[config.mk]
export PLATFORM = sky130hd
export DESIGN_NAME = chg_regs
export DESIGN_NICKNAME = d
export VERILOG_FILES = /design/src/hw/chg_pkg.sv /design/src/hw/chg_regs.sv /design/src/hw/chg_timer.sv
export SDC_FILE = /design/constraint.sdc
export NUM_CORES = 1
export LEC_CHECK = 0
export BUFFER_PORTS_ARGS = -buffer_cell sky130_fd_sc_hd__buf_4
export CAP_MARGIN = 20
export CORE_ASPECT_RATIO = 0.7
export CORE_MARGIN = 2
export CORE_UTILIZATION = 59
export DETAILED_ROUTE_END_ITERATION = 10
export PLACE_DENSITY = 0.8
export REMOVE_ABC_BUFFERS = 1
export SLEW_MARGIN = 20
export SYNTH_ARGS = -nofsm -noshare
export SYNTH_HDL_FRONTEND = slang
export SYNTH_SLANG_ARGS = --single-unit
[constraint.sdc]
create_clock -name CLK -period 2.9 [get_ports CLK]
set_clock_uncertainty 0.2 [all_clocks]
set_input_delay 0.58 -clock CLK [delete_from_list [all_inputs] [get_ports CLK]]
set_output_delay 0.58 -clock CLK [all_outputs]
set_load 0.005 [all_outputs]
[src/hw/chg_pkg.sv]
// Constants, field layout and state codes of the charger register bank.
// Assumes one 40 MHz clock and a byte-wide register port behind the
// device's serial register interface.
//
// Overview of operation
// - Status bit 7 is high while chip heat reduces charge current.
// - Status bit 6 is high while the input power loop reduces charge current.
// - Status bit 5 is high while battery temperature halts charging.
// - Status bit 4 is high once termination current stopped charging.
// - Status bit 3 is high while charging, even under either reduction loop.
// - Status bit 2 is set and charging ends when any safety timer expires.
// - Status bit 1 is set and charging ends when the precharge timer expires.
// - Status bit 0 flags a missing sensor or battery temperature out of range.
// - Timer select 00/01/10/11 gives 4/5/6/8 hours; reset value 10.
// - Timer enable low stops both timers; reset value 1.
// - Sensor type bit picks the 100k (0) or 10k (1) thermistor curve.
// - Restart bit high holds the charger in reset; clearing it restarts.
// - Termination disable blocks current-based stopping; charger stays on.
// - Timer suspend pauses both safety and precharge timers.
// - Charger enable low disables the charger; reset value 1.
// - Dynamic timer bit halves timer speed while either loop is active.
// - Precharge threshold select: 0 gives 2.9 V, 1 gives 2.5 V.

package chg_pkg;

   localparam logic [7:0] STATUS_ADDR = 8'h03;
   localparam logic [7:0] CTRL_ADDR = 8'h04;
   localparam logic [7:0] VTIME_ADDR = 8'h05;

   localparam logic [7:0] STATUS_RST = 8'h00;
   localparam logic [7:0] CTRL_RST = 8'hB1;
   localparam logic [7:0] VTIME_RST = 8'h80;
   localparam logic [7:0] UNMAPPED_VAL = 8'h00;

   // Status bits
   localparam int ST_THERMAL_REGULATION_FLAG = 7;
   localparam int ST_PPATH = 6;
   localparam int ST_THERMAL_SUSPEND_FLAG = 5;
   localparam int ST_TERM = 4;
   localparam int ST_ACTIVE = 3;
   localparam int ST_CHGTO = 2;
   localparam int ST_PRETO = 1;
   localparam int ST_BTEMP = 0;

   // Control register fields
   localparam int CT_TSEL_HI = 7;
   localparam int CT_TSEL_LO = 6;
   localparam int CT_SAFETY_TIMER_ENABLE = 5;
   localparam int CT_SENSOR = 4;
   localparam int CT_RESTART = 3;
   localparam int CT_TERM_DIS = 2;
   localparam int CT_SUSPEND = 1;
   localparam int CT_ENABLE = 0;

   // Voltage and timing register fields
   localparam int VT_DYN = 7;
   localparam int VT_PRETH = 6;
   localparam int VT_VSEL_HI = 5;
   localparam int VT_VSEL_LO = 4;

   localparam int MIN_W = 9;
   localparam logic [1:0] TSEL_4H = 2'h0;
   localparam logic [1:0] TSEL_5H = 2'h1;
   localparam logic [1:0] TSEL_6H = 2'h2;
   localparam logic [MIN_W-1:0] FAST_4H_MIN = 9'h0F0;
   localparam logic [MIN_W-1:0] FAST_5H_MIN = 9'h12C;
   localparam logic [MIN_W-1:0] FAST_6H_MIN = 9'h168;
   localparam logic [MIN_W-1:0] FAST_8H_MIN = 9'h1E0;
   localparam logic [MIN_W-1:0] PRECHG_MIN = 9'h01E;

   localparam longint CLK_HZ = 40_000_000;
   localparam longint MINUTE_S = 60;
   localparam logic [31:0] MINUTE_CYCLES = 32'(CLK_HZ * MINUTE_S);

   typedef enum logic [4:0] {
      ST_IDLE = 5'b0_0001,
      ST_PRE = 5'b0_0010,
      ST_FAST = 5'b0_0100,
      ST_DONE = 5'b0_1000,
      ST_FAULT = 5'b1_0000
   } chg_state_t;

endpackage

[src/hw/chg_regs.sv]
// Charger status and control register bank with the charge sequencer.
// Assumes a byte register port behind the serial interface, one access
// per cycle, and analog comparator levels synchronous to CLK.
`timescale 1ns/1ps

module chg_regs
   import chg_pkg::*;
#(
   parameter logic [31:0] MINUTE_CYC = MINUTE_CYCLES
)
(
   input wire logic CLK,
   input wire logic RESETN,
   input wire logic [7:0] REG_ADDR,
   input wire logic [7:0] REG_WDATA,
   input wire logic REG_WR,
   input wire logic REG_RD,
   output logic [7:0] REG_RDATA,
   input wire logic CHIP_HOT,
   input wire logic INPUT_LOOP,
   input wire logic BATT_TEMP_OUT,
   input wire logic SENSOR_MISSING,
   input wire logic TERM_CURRENT,
   input wire logic BATT_LOW,
   output logic CHARGE_ON,
   output logic CHARGER_HOLD,
   output logic SENSOR_TYPE,
   output logic PRECHG_THRESH,
   output logic [1:0] CHARGE_VSEL
);

   chg_state_t state_q, state_d;
   logic [7:0] ctrl_q, ctrl_d;
   logic [7:0] vtime_q, vtime_d;
   logic [7:0] status_q, status_d;
   logic [7:0] rdata_q, rdata_d;
   logic on_q, on_d;
   logic pre_to_q, pre_to_d;
   logic pre_exp, fast_exp;
   logic charging, active_now, hold, tmr_run, tmr_half, tmr_clear;
   logic [MIN_W-1:0] fast_limit;

   // Register writes; the status register takes no write
   always_comb
   begin
      ctrl_d = ctrl_q;
      vtime_d = vtime_q;
      if (REG_WR && REG_ADDR == CTRL_ADDR)
         ctrl_d = REG_WDATA;
      if (REG_WR && REG_ADDR == VTIME_ADDR)
         vtime_d = REG_WDATA;
   end

   // Read data is captured on the read strobe and held until the next one
   always_comb
   begin
      rdata_d = rdata_q;
      if (REG_RD)
      begin
         unique case (REG_ADDR)
            STATUS_ADDR: rdata_d = status_q;
            CTRL_ADDR: rdata_d = ctrl_q;
            VTIME_ADDR: rdata_d = vtime_q;
            default: rdata_d = UNMAPPED_VAL;
         endcase
      end
   end

   always_ff @(posedge CLK)
   begin
      if (!RESETN)
      begin
         ctrl_q <= CTRL_RST;
         vtime_q <= VTIME_RST;
         rdata_q <= UNMAPPED_VAL;
      end
      else
      begin
         ctrl_q <= ctrl_d;
         vtime_q <= vtime_d;
         rdata_q <= rdata_d;
      end
   end

   // Fast-charge limit from the timer select field
   always_comb
   begin
      unique case (ctrl_q[CT_TSEL_HI:CT_TSEL_LO])
         TSEL_4H: fast_limit = FAST_4H_MIN;
         TSEL_5H: fast_limit = FAST_5H_MIN;
         TSEL_6H: fast_limit = FAST_6H_MIN;
         default: fast_limit = FAST_8H_MIN;
      endcase
   end

   // Charge sequencer
   always_comb
   begin
      hold = ctrl_q[CT_RESTART] || !ctrl_q[CT_ENABLE];
      charging = (state_q == ST_PRE) || (state_q == ST_FAST);
      active_now = charging && !BATT_TEMP_OUT;
      state_d = state_q;
      pre_to_d = pre_to_q;
      if (hold)
      begin
         state_d = ST_IDLE;
         pre_to_d = 1'b0;
      end
      else
      begin
         unique case (state_q)
            ST_IDLE:
               state_d = BATT_LOW ? ST_PRE : ST_FAST;
            ST_PRE:
               if (pre_exp)
               begin
                  state_d = ST_FAULT;
                  pre_to_d = 1'b1;
               end
               else if (!BATT_LOW)
                  state_d = ST_FAST;
            ST_FAST:
               if (fast_exp)
                  state_d = ST_FAULT;
               else if (TERM_CURRENT && !ctrl_q[CT_TERM_DIS]
                        && !BATT_TEMP_OUT)
                  state_d = ST_DONE;
            ST_DONE, ST_FAULT:
               state_d = state_q;
            default:
               state_d = ST_IDLE;
         endcase
      end
      on_d = ((state_d == ST_PRE) || (state_d == ST_FAST))
             && !BATT_TEMP_OUT;
   end

   // Timer control
   always_comb
   begin
      tmr_run = active_now && ctrl_q[CT_SAFETY_TIMER_ENABLE]
                && !ctrl_q[CT_SUSPEND];
      tmr_half = vtime_q[VT_DYN] && (CHIP_HOT || INPUT_LOOP);
      tmr_clear = (state_d != state_q) || !ctrl_q[CT_SAFETY_TIMER_ENABLE];
   end

   // Status bits follow charger state, except bit 0, which follows the sensor and temperature inputs alone
   always_comb
   begin
      status_d = STATUS_RST;
      status_d[ST_THERMAL_REGULATION_FLAG] = active_now && CHIP_HOT;
      status_d[ST_PPATH] = active_now && INPUT_LOOP;
      status_d[ST_THERMAL_SUSPEND_FLAG] = charging && BATT_TEMP_OUT;
      status_d[ST_TERM] = (state_q == ST_DONE);
      status_d[ST_ACTIVE] = active_now;
      status_d[ST_CHGTO] = (state_q == ST_FAULT);
      status_d[ST_PRETO] = pre_to_q;
      status_d[ST_BTEMP] = SENSOR_MISSING || BATT_TEMP_OUT;
   end

   always_ff @(posedge CLK)
   begin
      if (!RESETN)
      begin
         state_q <= ST_IDLE;
         pre_to_q <= 1'b0;
         on_q <= 1'b0;
         status_q <= STATUS_RST;
      end
      else
      begin
         state_q <= state_d;
         pre_to_q <= pre_to_d;
         on_q <= on_d;
         status_q <= status_d;
      end
   end

   chg_timer #(
      .MIN_CYCLES(MINUTE_CYC)
   ) u_timer (
      .clk(CLK),
      .resetn(RESETN),
      .clear(tmr_clear),
      .run(tmr_run),
      .half(tmr_half),
      .precharge(state_q == ST_PRE),
      .fast_limit(fast_limit),
      .pre_limit(PRECHG_MIN),
      .pre_expired(pre_exp),
      .fast_expired(fast_exp)
   );

   assign REG_RDATA = rdata_q;
   assign CHARGE_ON = on_q;
   assign CHARGER_HOLD = ctrl_q[CT_RESTART];
   assign SENSOR_TYPE = ctrl_q[CT_SENSOR];
   assign PRECHG_THRESH = vtime_q[VT_PRETH];
   assign CHARGE_VSEL = vtime_q[VT_VSEL_HI:VT_VSEL_LO];
endmodule // chg_regs

[src/hw/chg_timer.sv]
// Precharge and fast-charge safety timer with a minute prescaler.
// Assumes the caller clears it on every phase change and holds run low
// whenever the timers must not advance.
`timescale 1ns/1ps

module chg_timer
   import chg_pkg::*;
#(
   parameter logic [31:0] MIN_CYCLES = MINUTE_CYCLES
)
(
   input wire logic clk,
   input wire logic resetn,
   input wire logic clear,
   input wire logic run,
   input wire logic half,
   input wire logic precharge,
   input wire logic [MIN_W-1:0] fast_limit,
   input wire logic [MIN_W-1:0] pre_limit,
   output logic pre_expired,
   output logic fast_expired
);

   logic [31:0] cyc_q, cyc_d;
   logic [MIN_W-1:0] min_q, min_d;
   logic pace_q, pace_d;
   logic pre_q, pre_d, fast_q, fast_d;
   logic step, wrap;

   always_comb
   begin
      // Half speed lets only every other cycle count
      step = run && (!half || pace_q);
      wrap = (cyc_q == MIN_CYCLES - 32'h0000_0001);
      pace_d = (run && half) ? !pace_q : 1'b0;
      cyc_d = cyc_q;
      min_d = min_q;
      pre_d = pre_q;
      fast_d = fast_q;
      if (clear)
      begin
         cyc_d = '0;
         min_d = '0;
         pre_d = 1'b0;
         fast_d = 1'b0;
      end
      else
      begin
         if (step)
         begin
            cyc_d = wrap ? 32'h0000_0000 : cyc_q + 32'h0000_0001;
            if (wrap && !pre_q && !fast_q)
               min_d = min_q + 9'h001;
         end
         if (precharge && min_q >= pre_limit)
            pre_d = 1'b1;
         if (!precharge && min_q >= fast_limit)
            fast_d = 1'b1;
      end
   end

   always_ff @(posedge clk)
   begin
      if (!resetn)
      begin
         cyc_q <= '0;
         min_q <= '0;
         pace_q <= 1'b0;
         pre_q <= 1'b0;
         fast_q <= 1'b0;
      end
      else
      begin
         cyc_q <= cyc_d;
         min_q <= min_d;
         pace_q <= pace_d;
         pre_q <= pre_d;
         fast_q <= fast_d;
      end
   end

   assign pre_expired = pre_q;
   assign fast_expired = fast_q;
endmodule // chg_timer

After elaboration in Yosys (flattened, before gate mapping)
Cells that the tools add are included.
- register bits after elaboration: 83
- output and inout port bits: 14
- input bits: 26
- $add $sub $neg: 2
- reduce and logical (&&, ||, !) cells: 42
- magnitude comparators: 2
- multiplexer cells: 10
- bitwise operators: 1
- equal/unequal tests: 14
- operator list (kind ; number):
    32-bit by 1-bit adder with 32-bit output, second input constant ; 1
    32-bit == test, second input constant ; 1
    32-bit 2-to-1 mux ; 1
    9-bit one-hot mux with 3 select lines ; 1
    5-bit 2-to-1 mux ; 5
    8-bit one-hot mux with 3 select lines ; 1
    5-bit one-hot mux with 4 select lines ; 1
    1-bit logical AND ; 18
    8-bit by 3-bit == test with 1-bit output, second input constant ; 2
    5-bit by 2-bit == test with 1-bit output, second input constant ; 2
    5-bit by 3-bit == test with 1-bit output, second input constant ; 2
    1-bit zero test ; 10
    9-bit by 1-bit adder with 9-bit output, second input constant ; 1
    9-bit by 5-bit >= comparator with 1-bit output, second input constant ; 1
    9-bit >= comparator ; 1
    8-bit by 2-bit == test with 1-bit output, second input constant ; 1
    1-bit logical OR ; 7
    2-bit AND reduction ; 3
    2-bit OR reduction ; 3
    5-bit by 1-bit == test with 1-bit output, second input constant ; 1
    5-bit by 4-bit == test with 1-bit output, second input constant ; 1
    5-bit == test, second input constant ; 1
    5-bit != test ; 1
    3-bit 2-to-1 mux ; 1
    other kinds (4) ; 4

Depth between registers and ports, before layout
Gate-level depths: netlist of run 1.
- depth after elaboration: 10
- depth in mapped cells: 9
- gate-level depth less buffers: 9

Hierarchy
From an unflattened synthesis of run 1, not the netlist that was laid out.
- cell total of the unflattened synthesis: 492
- area, all modules: 4423.0 um^2
- modules (own cells, without submodules) (module ; instances ; cells an instance ; area each (um^2)):
    chg_timer ; 1 ; 300 ; 2524.9
    chg_regs ; 1 ; 192 ; 1898.1

Least setup slack after synthesis of run 1
Ideal clock, no wire load.
- path kind: input -> register
- start point: input port BATT_TEMP_OUT
- end point: register u_timer.min_q[7]
- library setup time: 0.070 ns
- arrival time: 2.145 ns
- path slack: 0.485 ns
- path buffers: 0
- stages: 6
- cells stage by stage: nor4_4 o2111ai_2 nor3_4 nand3_4 or4_1 a21oi_1
- word-level cells in the longest chain between the ends: 9
- elaborated cells on any way between the ends: 14
- classes of those cells: eq/ne (1); mux (4); reduce/logical (9)
- RTL lines (item ; RTL line ; source):
    from (decl) ; chg_regs.sv:21 ; input wire logic BATT_TEMP_OUT,
    1-bit zero test * ; chg_regs.sv:101, chg_regs.sv:126 ;
    1-bit logical AND ; chg_regs.sv:126 ; && !BATT_TEMP_OUT)
    5-bit 2-to-1 mux ; chg_regs.sv:125 ; else if (TERM_CURRENT && !ctrl_q[CT_TERM_DIS]
    5-bit 2-to-1 mux ; chg_regs.sv:123 ; if (fast_exp)
    5-bit one-hot mux with 4 select lines ; chg_regs.sv:111 ; unique case (state_q)
    5-bit 2-to-1 mux ; chg_regs.sv:104 ; if (hold)
    5-bit != test ; chg_regs.sv:144 ; tmr_clear = (state_d != state_q) || !ctrl_q[CT_SAFETY_TIMER_ENABLE];
    1-bit logical OR ; chg_regs.sv:144 ;
    2-bit OR reduction (no line) ; n/a ;
    to (signal assigned) ; chg_timer.sv:75 ; min_q <= min_d;
    to (decl) ; chg_timer.sv:25 ; logic [MIN_W-1:0] min_q, min_d;
Mark *: on every way between the ends. The rest lies on a longest branch, timed or not.
A chain may end at the register's enable or synchronous reset.

Worst setup path in the final report of run 1
- start point: register state_q[2]
- end point: register u_timer.cyc_q[28]
- word-level cells in the longest chain between the ends: 7
- elaborated cells on any way between the ends: 20
- classes of those cells: eq/ne (6); mux (6); reduce/logical (8)
- RTL lines (item ; RTL line ; source):
    from (decl) ; chg_regs.sv:32 ; chg_state_t state_q, state_d;
    from (signal assigned) ; chg_regs.sv:172 ; state_q <= state_d;
    5-bit == test (tied with other cells) ; chg_regs.sv:111 ;
    2-bit OR reduction (tied with other cells) ; chg_regs.sv:111 ;
    5-bit one-hot mux with 4 select lines ; chg_regs.sv:111 ;
    5-bit 2-to-1 mux ; chg_regs.sv:104 ;
    5-bit != test ; chg_regs.sv:144 ;
    1-bit logical OR ; chg_regs.sv:144 ;
    2-bit OR reduction (no line) ; n/a ;
    to (signal assigned) ; chg_timer.sv:74 ; cyc_q <= cyc_d;
    to (decl) ; chg_timer.sv:24 ; logic [31:0] cyc_q, cyc_d;
Several ways; a longest one is shown, not always the timed one.

==> results.py, run 1 <==
metrics = {
    "clock_tree": {
        "h-tree-depth": 3,
        "cts_tree": "yes",
        "ctsHoldBuffers": 0,
        "cts.sinks": 83,
        "path_clk_slew_ns": 0.09,
        "cts_setup_buffers": 0,
        "numCtsBuffers": 9,
        "root_buffer": "clkbuf_8",
        "clock_path_buffers": 2,
        "clk-insertion-delay-late_ns": 0.36,
    },
    "global_route": {
        "grt_usage": 0.258,
        "grt_overflow_total": 0,
        "grt_max_degree": 26,
        "antenna_found_initial": 0,
        "grt_pass1_vias": 3091,
        "grt_pass1_wl_um": 14800,
    },
    "finish": {
        "n_fill_cell": 570,
        "seq_area_sq_mm": 0.00166,
        "antenna_cells": 0,
        "layout-drive-gt1-share": 0.154,
        "fin_util": 0.686,
        "multi_input_area_sq_mm": 0.00219,
        "nets": 540,
        "layout_common_cells": "dfxtp_1 (83), buf_4 (48), nand2_1 (47), nor2_1 (47), nand3_1 (38)",
        "layout_commonest_cell": "dfxtp_1",
        "area_delta_synth_final_pct": 14.2,
    },
    "flow_run": {
        "cap_violations": 0,
    },
    "sta": {
        "final_hold_viol_count": 0,
        "final.setup.tns_ns": 0,
        "period_share": 0.910,
        "min_period_ns": 2.64,
        "slew_headroom": 0.572,
        "rsz0062_at_grt": "false",
        "tightest_slew_ns": 0.641,
        "max_freq_ghz": 0.379,
        "finalSetupViolCount": 0,
        "slew_violations": 0,
        "worst_slack_ns": 0.261,
    },
    "setup_path": {
        "startpoint": "state_q[2]",
        "worstPathArrival_ns": 2.68,
        "r2r-start": "state_q[2]",
        "critPathKind": "flop to flop",
        "cp_max_fo": 24,
        "cp.required_ns": 2.94,
        "r2r.worst_path.cells": 6,
        "cp-end-kind": "flop",
        "worst-r2r-setup-slack_ns": 0.26,
        "cp-start-kind": "flop",
        "r2r-end": "u_timer.cyc_q[28]",
        "crit_path_end": "u_timer.cyc_q[28]",
    },
    "logic_synthesis": {
        "synth_mux_area_frac": 0.00251,
        "synth_cell_type_count": 52,
        "synth_xor_area_frac": 0.0660,
        "synth_top_family_by_area": "simple AND/OR/NAND/NOR gates",
        "ys_async_sr_fraction": 0,
        "synth_edf_count": 0,
        "syn_area_sq_mm": 0.00398,
        "yosysWarningCount": 0,
        "ys_seq_area_frac": 0.417,
        "synth_cells": 467,
        "synthSimpleGateAreaFrac": 0.301,
        "synthAdderAreaFrac": 0.0346,
        "syn-mean-instance-area_sq_um": 8.53,
        "ys.flop_type": "dfxtp_1",
        "yosys_register_bits": 83,
        "synth_compound_area_frac": 0.141,
    },
    "pwr": {
        "power.share.combinational": 0.210,
        "ir_drop_mv": 0.517,
        "p_per_area_mw_per_mm2": 547,
        "power_leakage_uw": 0.00170,
        "p_int_uw": 1670,
        "switchingPower_uw": 814,
        "swShare": 0.327,
        "seqPwrFrac": 0.488,
        "clockPowerShare": 0.302,
        "p_total_uw": 2490,
    },
    "routing": {
        "drt-wirelength-per-cell_um": 15.0,
        "totalWireLength_um": 9060,
        "drtIter0Drc": 297,
        "ant_nets": 0,
        "vias_per_cell": 5.92,
        "dr.pass1.iters": 7,
        "num_vias": 3561,
        "route.detailed.drc": 0,
    },
    "status": {
        "outcome": "complete, no violations",
    },
    "floorplan": {
        "core_area_sq_mm": 0.00663,
        "initial_utilization": 0.600,
        "die_width_um": 102,
        "die_area_sq_mm": 0.00743,
        "num_io_pins": 40,
        "die_h_um": 72.7,
        "num_rows": 25,
    },
    "placement": {
        "hpwl_um": 6780,
        "port_buffers": 39,
        "dp_slack_ns": 0.234,
        "place.gp.congestion": 0.837,
    },
    "worst_hold_path": {
        "hold_class": "primary input to flop",
    },
}
layout make-up:
class                           instances  share of cell area
Clock inverter                          7              0.0116
Sequential cell                        83               0.365
Multi-Input combinational cell        349               0.481
Clock buffer                            9              0.0272
Tap cell                               94              0.0259
Inverter                               12             0.00990
Timing Repair Buffer                   48              0.0792
flip-flops by register name, indices dropped and copies added (netlist names), 5 cells and up:
| name | count |
|---|---|
| u_timer.cyc_q | 32 |
| u_timer.min_q | 9 |
| REG_RDATA | 8 |
| ctrl_q | 8 |
| status_q | 8 |
| vtime_q | 8 |
| state_q | 5 |
cell families after synthesis:
| family | after synthesis |
|---|---|
| AOI/OAI and AO/OA | 83 |
| xor gates and xnor gates | 30 |
| adders and majority gates | 11 |
| buffers and inverters | 35 |
| DFF | 83 |
| muxes | 1 |
| and+or+nand+nor | 224 |
timing repair:
item                                    in CTS  in global routing
gates resized for setup                      0                  2
endpoints found under the setup margin       0                  2
endpoints found under the hold margin        0                  0
how the worst min path moves through the flow:
| stage | from | to | slack (ns) | cells past startpoint |
|---|---|---|---|---|
| after floorplan | pre_to_q | status_q[1] | 0.23 | 1 |
| after global placement | REG_RDATA[7] | REG_RDATA[7] | 0.24 | 2 |
| after detailed placement | REG_RDATA[5] | REG_RDATA[5] | 0.25 | 2 |
| after CTS | RESETN | ctrl_q[7] | 0.21 | 2 |
| after global routing | RESETN | ctrl_q[7] | 0.22 | 2 |
| final | RESETN | ctrl_q[7] | 0.22 | 2 |
routing by layer:
layer | routed length (um) | up-vias | part of all wire | global-route usage
li1 | - | 1760 | - | -
met1 | 4390 | 1678 | 0.48 | 0.390
met2 | 3930 | 115 | 0.43 | 0.360
met3 | 668 | 8 | 0.074 | 0.0718
met4 | 76 | 0 | 0.0084 | 0.0711
met5 | 0 | - | 0 | 0
worst max-delay path, cell delays in order, from the launching register on:
cell,delay [ns]
dfxtp_1,0.59
nor2b_1,0.14
o311ai_0,0.51
a21o_1,0.22
mux2i_2,0.40
buf_4,0.34
nor2_1,0.11
cells in the mapped netlist (2+ instances only):
cell / number / area, sq um
nor3_1: 11 / 55.1
o31ai_1: 3 / 22.5
o21a_1: 3 / 22.5
a211oi_1: 3 / 22.5
or3_1: 4 / 25.0
a222oi_1: 8 / 80.1
ha_1: 11 / 138
a311oi_1: 2 / 17.5
a21boi_0: 11 / 82.6
and4_1: 5 / 43.8
o21ai_0: 22 / 110
clkbuf_1: 17 / 63.8
buf_2: 2 / 10.0
nor4_2: 2 / 25.0
or4_1: 4 / 30.0
nor4_1: 8 / 50.1
nor2_1: 47 / 176
nor4b_1: 7 / 61.3
inv_1: 12 / 45.0
nand3_1: 38 / 190
or2_2: 3 / 18.8
xnor2_1: 8 / 70.1
o211ai_1: 2 / 15.0
nand4_1: 15 / 93.8
and2_1: 6 / 37.5
a21o_1: 3 / 22.5
xor2_1: 22 / 193
a21oi_1: 18 / 90.1
nand2b_1: 3 / 18.8
dfxtp_1: 83 / 1660
nand2_1: 47 / 176
nor3b_1: 2 / 15.0
nor2b_1: 5 / 31.3
and3_1: 11 / 68.8
buf_4: 2 / 15.0
power groups by stage:
stage                     Combinational (uW)  Sequential (uW)  Clock (uW)
after global routing                     572             1220         817
after floorplan                          299             1230           0
after detailed placement                 510             1240           0
after global placement                   507             1230           0
after CTS                                512             1210         769
final                                    521             1210         752
stage by stage:
| stage | area (sq um) | hold WS (ns) | std cells |
|---|---|---|---|
| after floorplan | 3880 | 0.231 | 444 |
| after CTS | 4540 | 0.210 | 602 |
| after global routing | 4550 | 0.216 | 602 |
| after detailed placement | 4360 | 0.245 | 586 |
| final | 4550 | 0.222 | 602 |
| after global placement | 4360 | 0.240 | 586 |
(Power assumes the default switching activity.)
==> run 2: changes to the inputs <==
--- a/config.mk
+++ b/config.mk
@@ -11,6 +11,7 @@
 export CORE_MARGIN = 2
 export CORE_UTILIZATION = 59
 export DETAILED_ROUTE_END_ITERATION = 10
+export GPL_TIMING_DRIVEN = 0
 export PLACE_DENSITY = 0.8
 export REMOVE_ABC_BUFFERS = 1
 export SLEW_MARGIN = 20
==> run 2 against run 1 <==
Against the previous run: sequential share of layout area down 0.26 points; utilization up 0.55 points; combinational power up 12%; total power up 2.5%; critical path type unchanged.
==> results.py, run 2 (same netlist as run 1, synthesis figures left out) <==
metrics = {
    "global_route": {
        "grt_overflow_total": 0,
        "antenna_found_initial": 0,
        "grt_usage": 0.251,
        "grt_max_degree": 28,
        "grt_pass1_wl_um": 14800,
        "grt_pass1_vias": 3133,
    },
    "pwr": {
        "clockPowerShare": 0.296,
        "seqPwrFrac": 0.476,
        "power_leakage_uw": 0.00170,
        "switchingPower_uw": 828,
        "p_per_area_mw_per_mm2": 556,
        "ir_drop_mv": 0.462,
        "swShare": 0.325,
        "p_int_uw": 1720,
        "power.share.combinational": 0.228,
    },
    "sta": {
        "slew_violations": 0,
        "min_period_ns": 2.68,
        "finalSetupViolCount": 0,
        "worst_slack_ns": 0.216,
        "final_hold_viol_count": 0,
        "slew_headroom": 0.524,
        "period_share": 0.925,
        "final.setup.tns_ns": 0,
        "tightest_slew_ns": 0.708,
        "max_freq_ghz": 0.373,
    },
    "clock_tree": {
        "path_clk_slew_ns": 0.09,
        "h-tree-depth": 3,
        "numCtsBuffers": 9,
        "clock_path_buffers": 2,
        "cts.sinks": 83,
        "clk-insertion-delay-late_ns": 0.36,
        "ctsHoldBuffers": 0,
        "cts_tree": "yes",
        "root_buffer": "clkbuf_8",
    },
    "routing": {
        "dr.pass1.iters": 5,
        "ant_nets": 0,
        "vias_per_cell": 5.87,
        "drt-wirelength-per-cell_um": 14.9,
        "num_vias": 3517,
        "totalWireLength_um": 8930,
        "route.detailed.drc": 0,
        "drtIter0Drc": 234,
    },
    "floorplan": {
        "core_area_sq_mm": 0.00663,
        "num_io_pins": 40,
        "num_rows": 25,
        "initial_utilization": 0.600,
        "die_h_um": 72.7,
        "die_area_sq_mm": 0.00743,
        "die_width_um": 102,
    },
    "setup_path": {
        "r2r-start": "state_q[0]",
        "critPathKind": "flop to flop",
        "path_depth": 7,
        "r2r-end": "u_timer.cyc_q[16]",
        "cp.required_ns": 2.98,
        "max_stage_delay_ns": 0.48,
        "cp-start-kind": "flop",
        "cp-end-kind": "flop",
        "worstPathArrival_ns": 2.76,
        "cp_max_fo": 23,
        "worst-r2r-setup-slack_ns": 0.22,
        "path_cells": "or2_2 > nor4b_1 > a221oi_1 > a211oi_2 > mux2i_4 > buf_16 > a311oi_1",
        "cp_num_buf_inv": 1,
        "r2r.worst_path.cells": 7,
        "crit_path_top_delay_cell": "nor4b_1",
        "crit_family": "simple AND/OR/NAND/NOR gates",
    },
    "status": {
        "outcome": "complete, no violations",
    },
    "placement": {
        "port_buffers": 39,
        "hpwl_um": 6500,
        "place.gp.congestion": 0.821,
        "dp_slack_ns": 0.0285,
    },
    "finish": {
        "layout-drive-gt1-share": 0.152,
        "antenna_cells": 0,
        "regMostFlops": "u_timer.cyc_q",
        "largest_register_ffs": 32,
        "nets": 537,
        "area_delta_synth_final_pct": 15.1,
        "layout_commonest_cell": "dfxtp_1",
        "fin_util": 0.691,
        "reg_top3": "u_timer.cyc_q x32, u_timer.min_q x9",
        "n_fill_cell": 548,
        "layout_common_cells": "dfxtp_1 (82), nand2_1 (47), nor2_1 (47)",
    },
    "worst_hold_path": {
        "whs_endpoint": "status_q[0]",
        "hold_class": "primary input to flop",
        "hold_start": "SENSOR_MISSING",
        "holdPathStages": 2,
    },
    "flow_run": {
        "cap_violations": 0,
    },
}
[run 2: worst max path at each step]
stage / startpoint / end
after detailed placement: BATT_TEMP_OUT / u_timer.min_q[6]
after CTS: state_q[2] / u_timer.min_q[6]
final: state_q[0] / u_timer.cyc_q[16]
after global placement: state_q[2] / u_timer.min_q[8]
after global routing: state_q[1] / u_timer.min_q[4]
after floorplan: state_q[2] / u_timer.min_q[8]
[run 2: power by group through the flow]
stage                     registers (uW)  logic, uW  clock network (uW)
after floorplan                     1230        299                   0
after global placement              1240        437                   0
after detailed placement            1240        567                   0
after CTS                           1210        568                 778
after global routing                1220        642                 826
final                               1210        582                 754
[run 2: cell type report]
| class | instances | area [sq um] | area share |
|---|---|---|---|
| clock inverters | 6 | 50.0 | 0.0109 |
| flip-flops and latches | 83 | 1660 | 0.363 |
| well taps | 94 | 118 | 0.0257 |
| inverters | 12 | 45.0 | 0.00983 |
| clock buffers | 10 | 128 | 0.0278 |
| repair buffers | 45 | 370 | 0.0808 |
| multi-input cells | 349 | 2210 | 0.482 |
[run 2: timing repair]
item,in CTS,in global routing
resized for setup,0,4
setup buffers,0,2
endpoints found under the setup margin,0,38
hold endpoints to repair,0,0
[run 2: worst reg2reg max path: stages (launching register included)]
cell and delay [ns]:
dfxtp_1 0.42, or2_2 0.38, nor4b_1 0.48, a221oi_1 0.13, a211oi_2 0.37, mux2i_4 0.20, buf_16 0.23, a311oi_1 0.19
[run 2: per-stage QoR]
stage	cells	total power [uW]	hold slack [ns]	cell area, sq um
2_1_floorplan	444	1530	0.231	3880
3_3_place_gp	577	1670	0.238	4290
3_5_place_dp	581	1800	0.246	4360
4_1_cts	597	2560	0.208	4540
5_1_grt	599	2690	0.204	4580
6_report	599	2550	0.213	4580
[run 2: layer usage]
metal | GRT usage | part of all wire
met4 | 0.0726 | 0.0083
met1 | 0.386 | 0.51
met3 | 0.0527 | 0.052
met5 | 0 | 0
met2 | 0.354 | 0.43
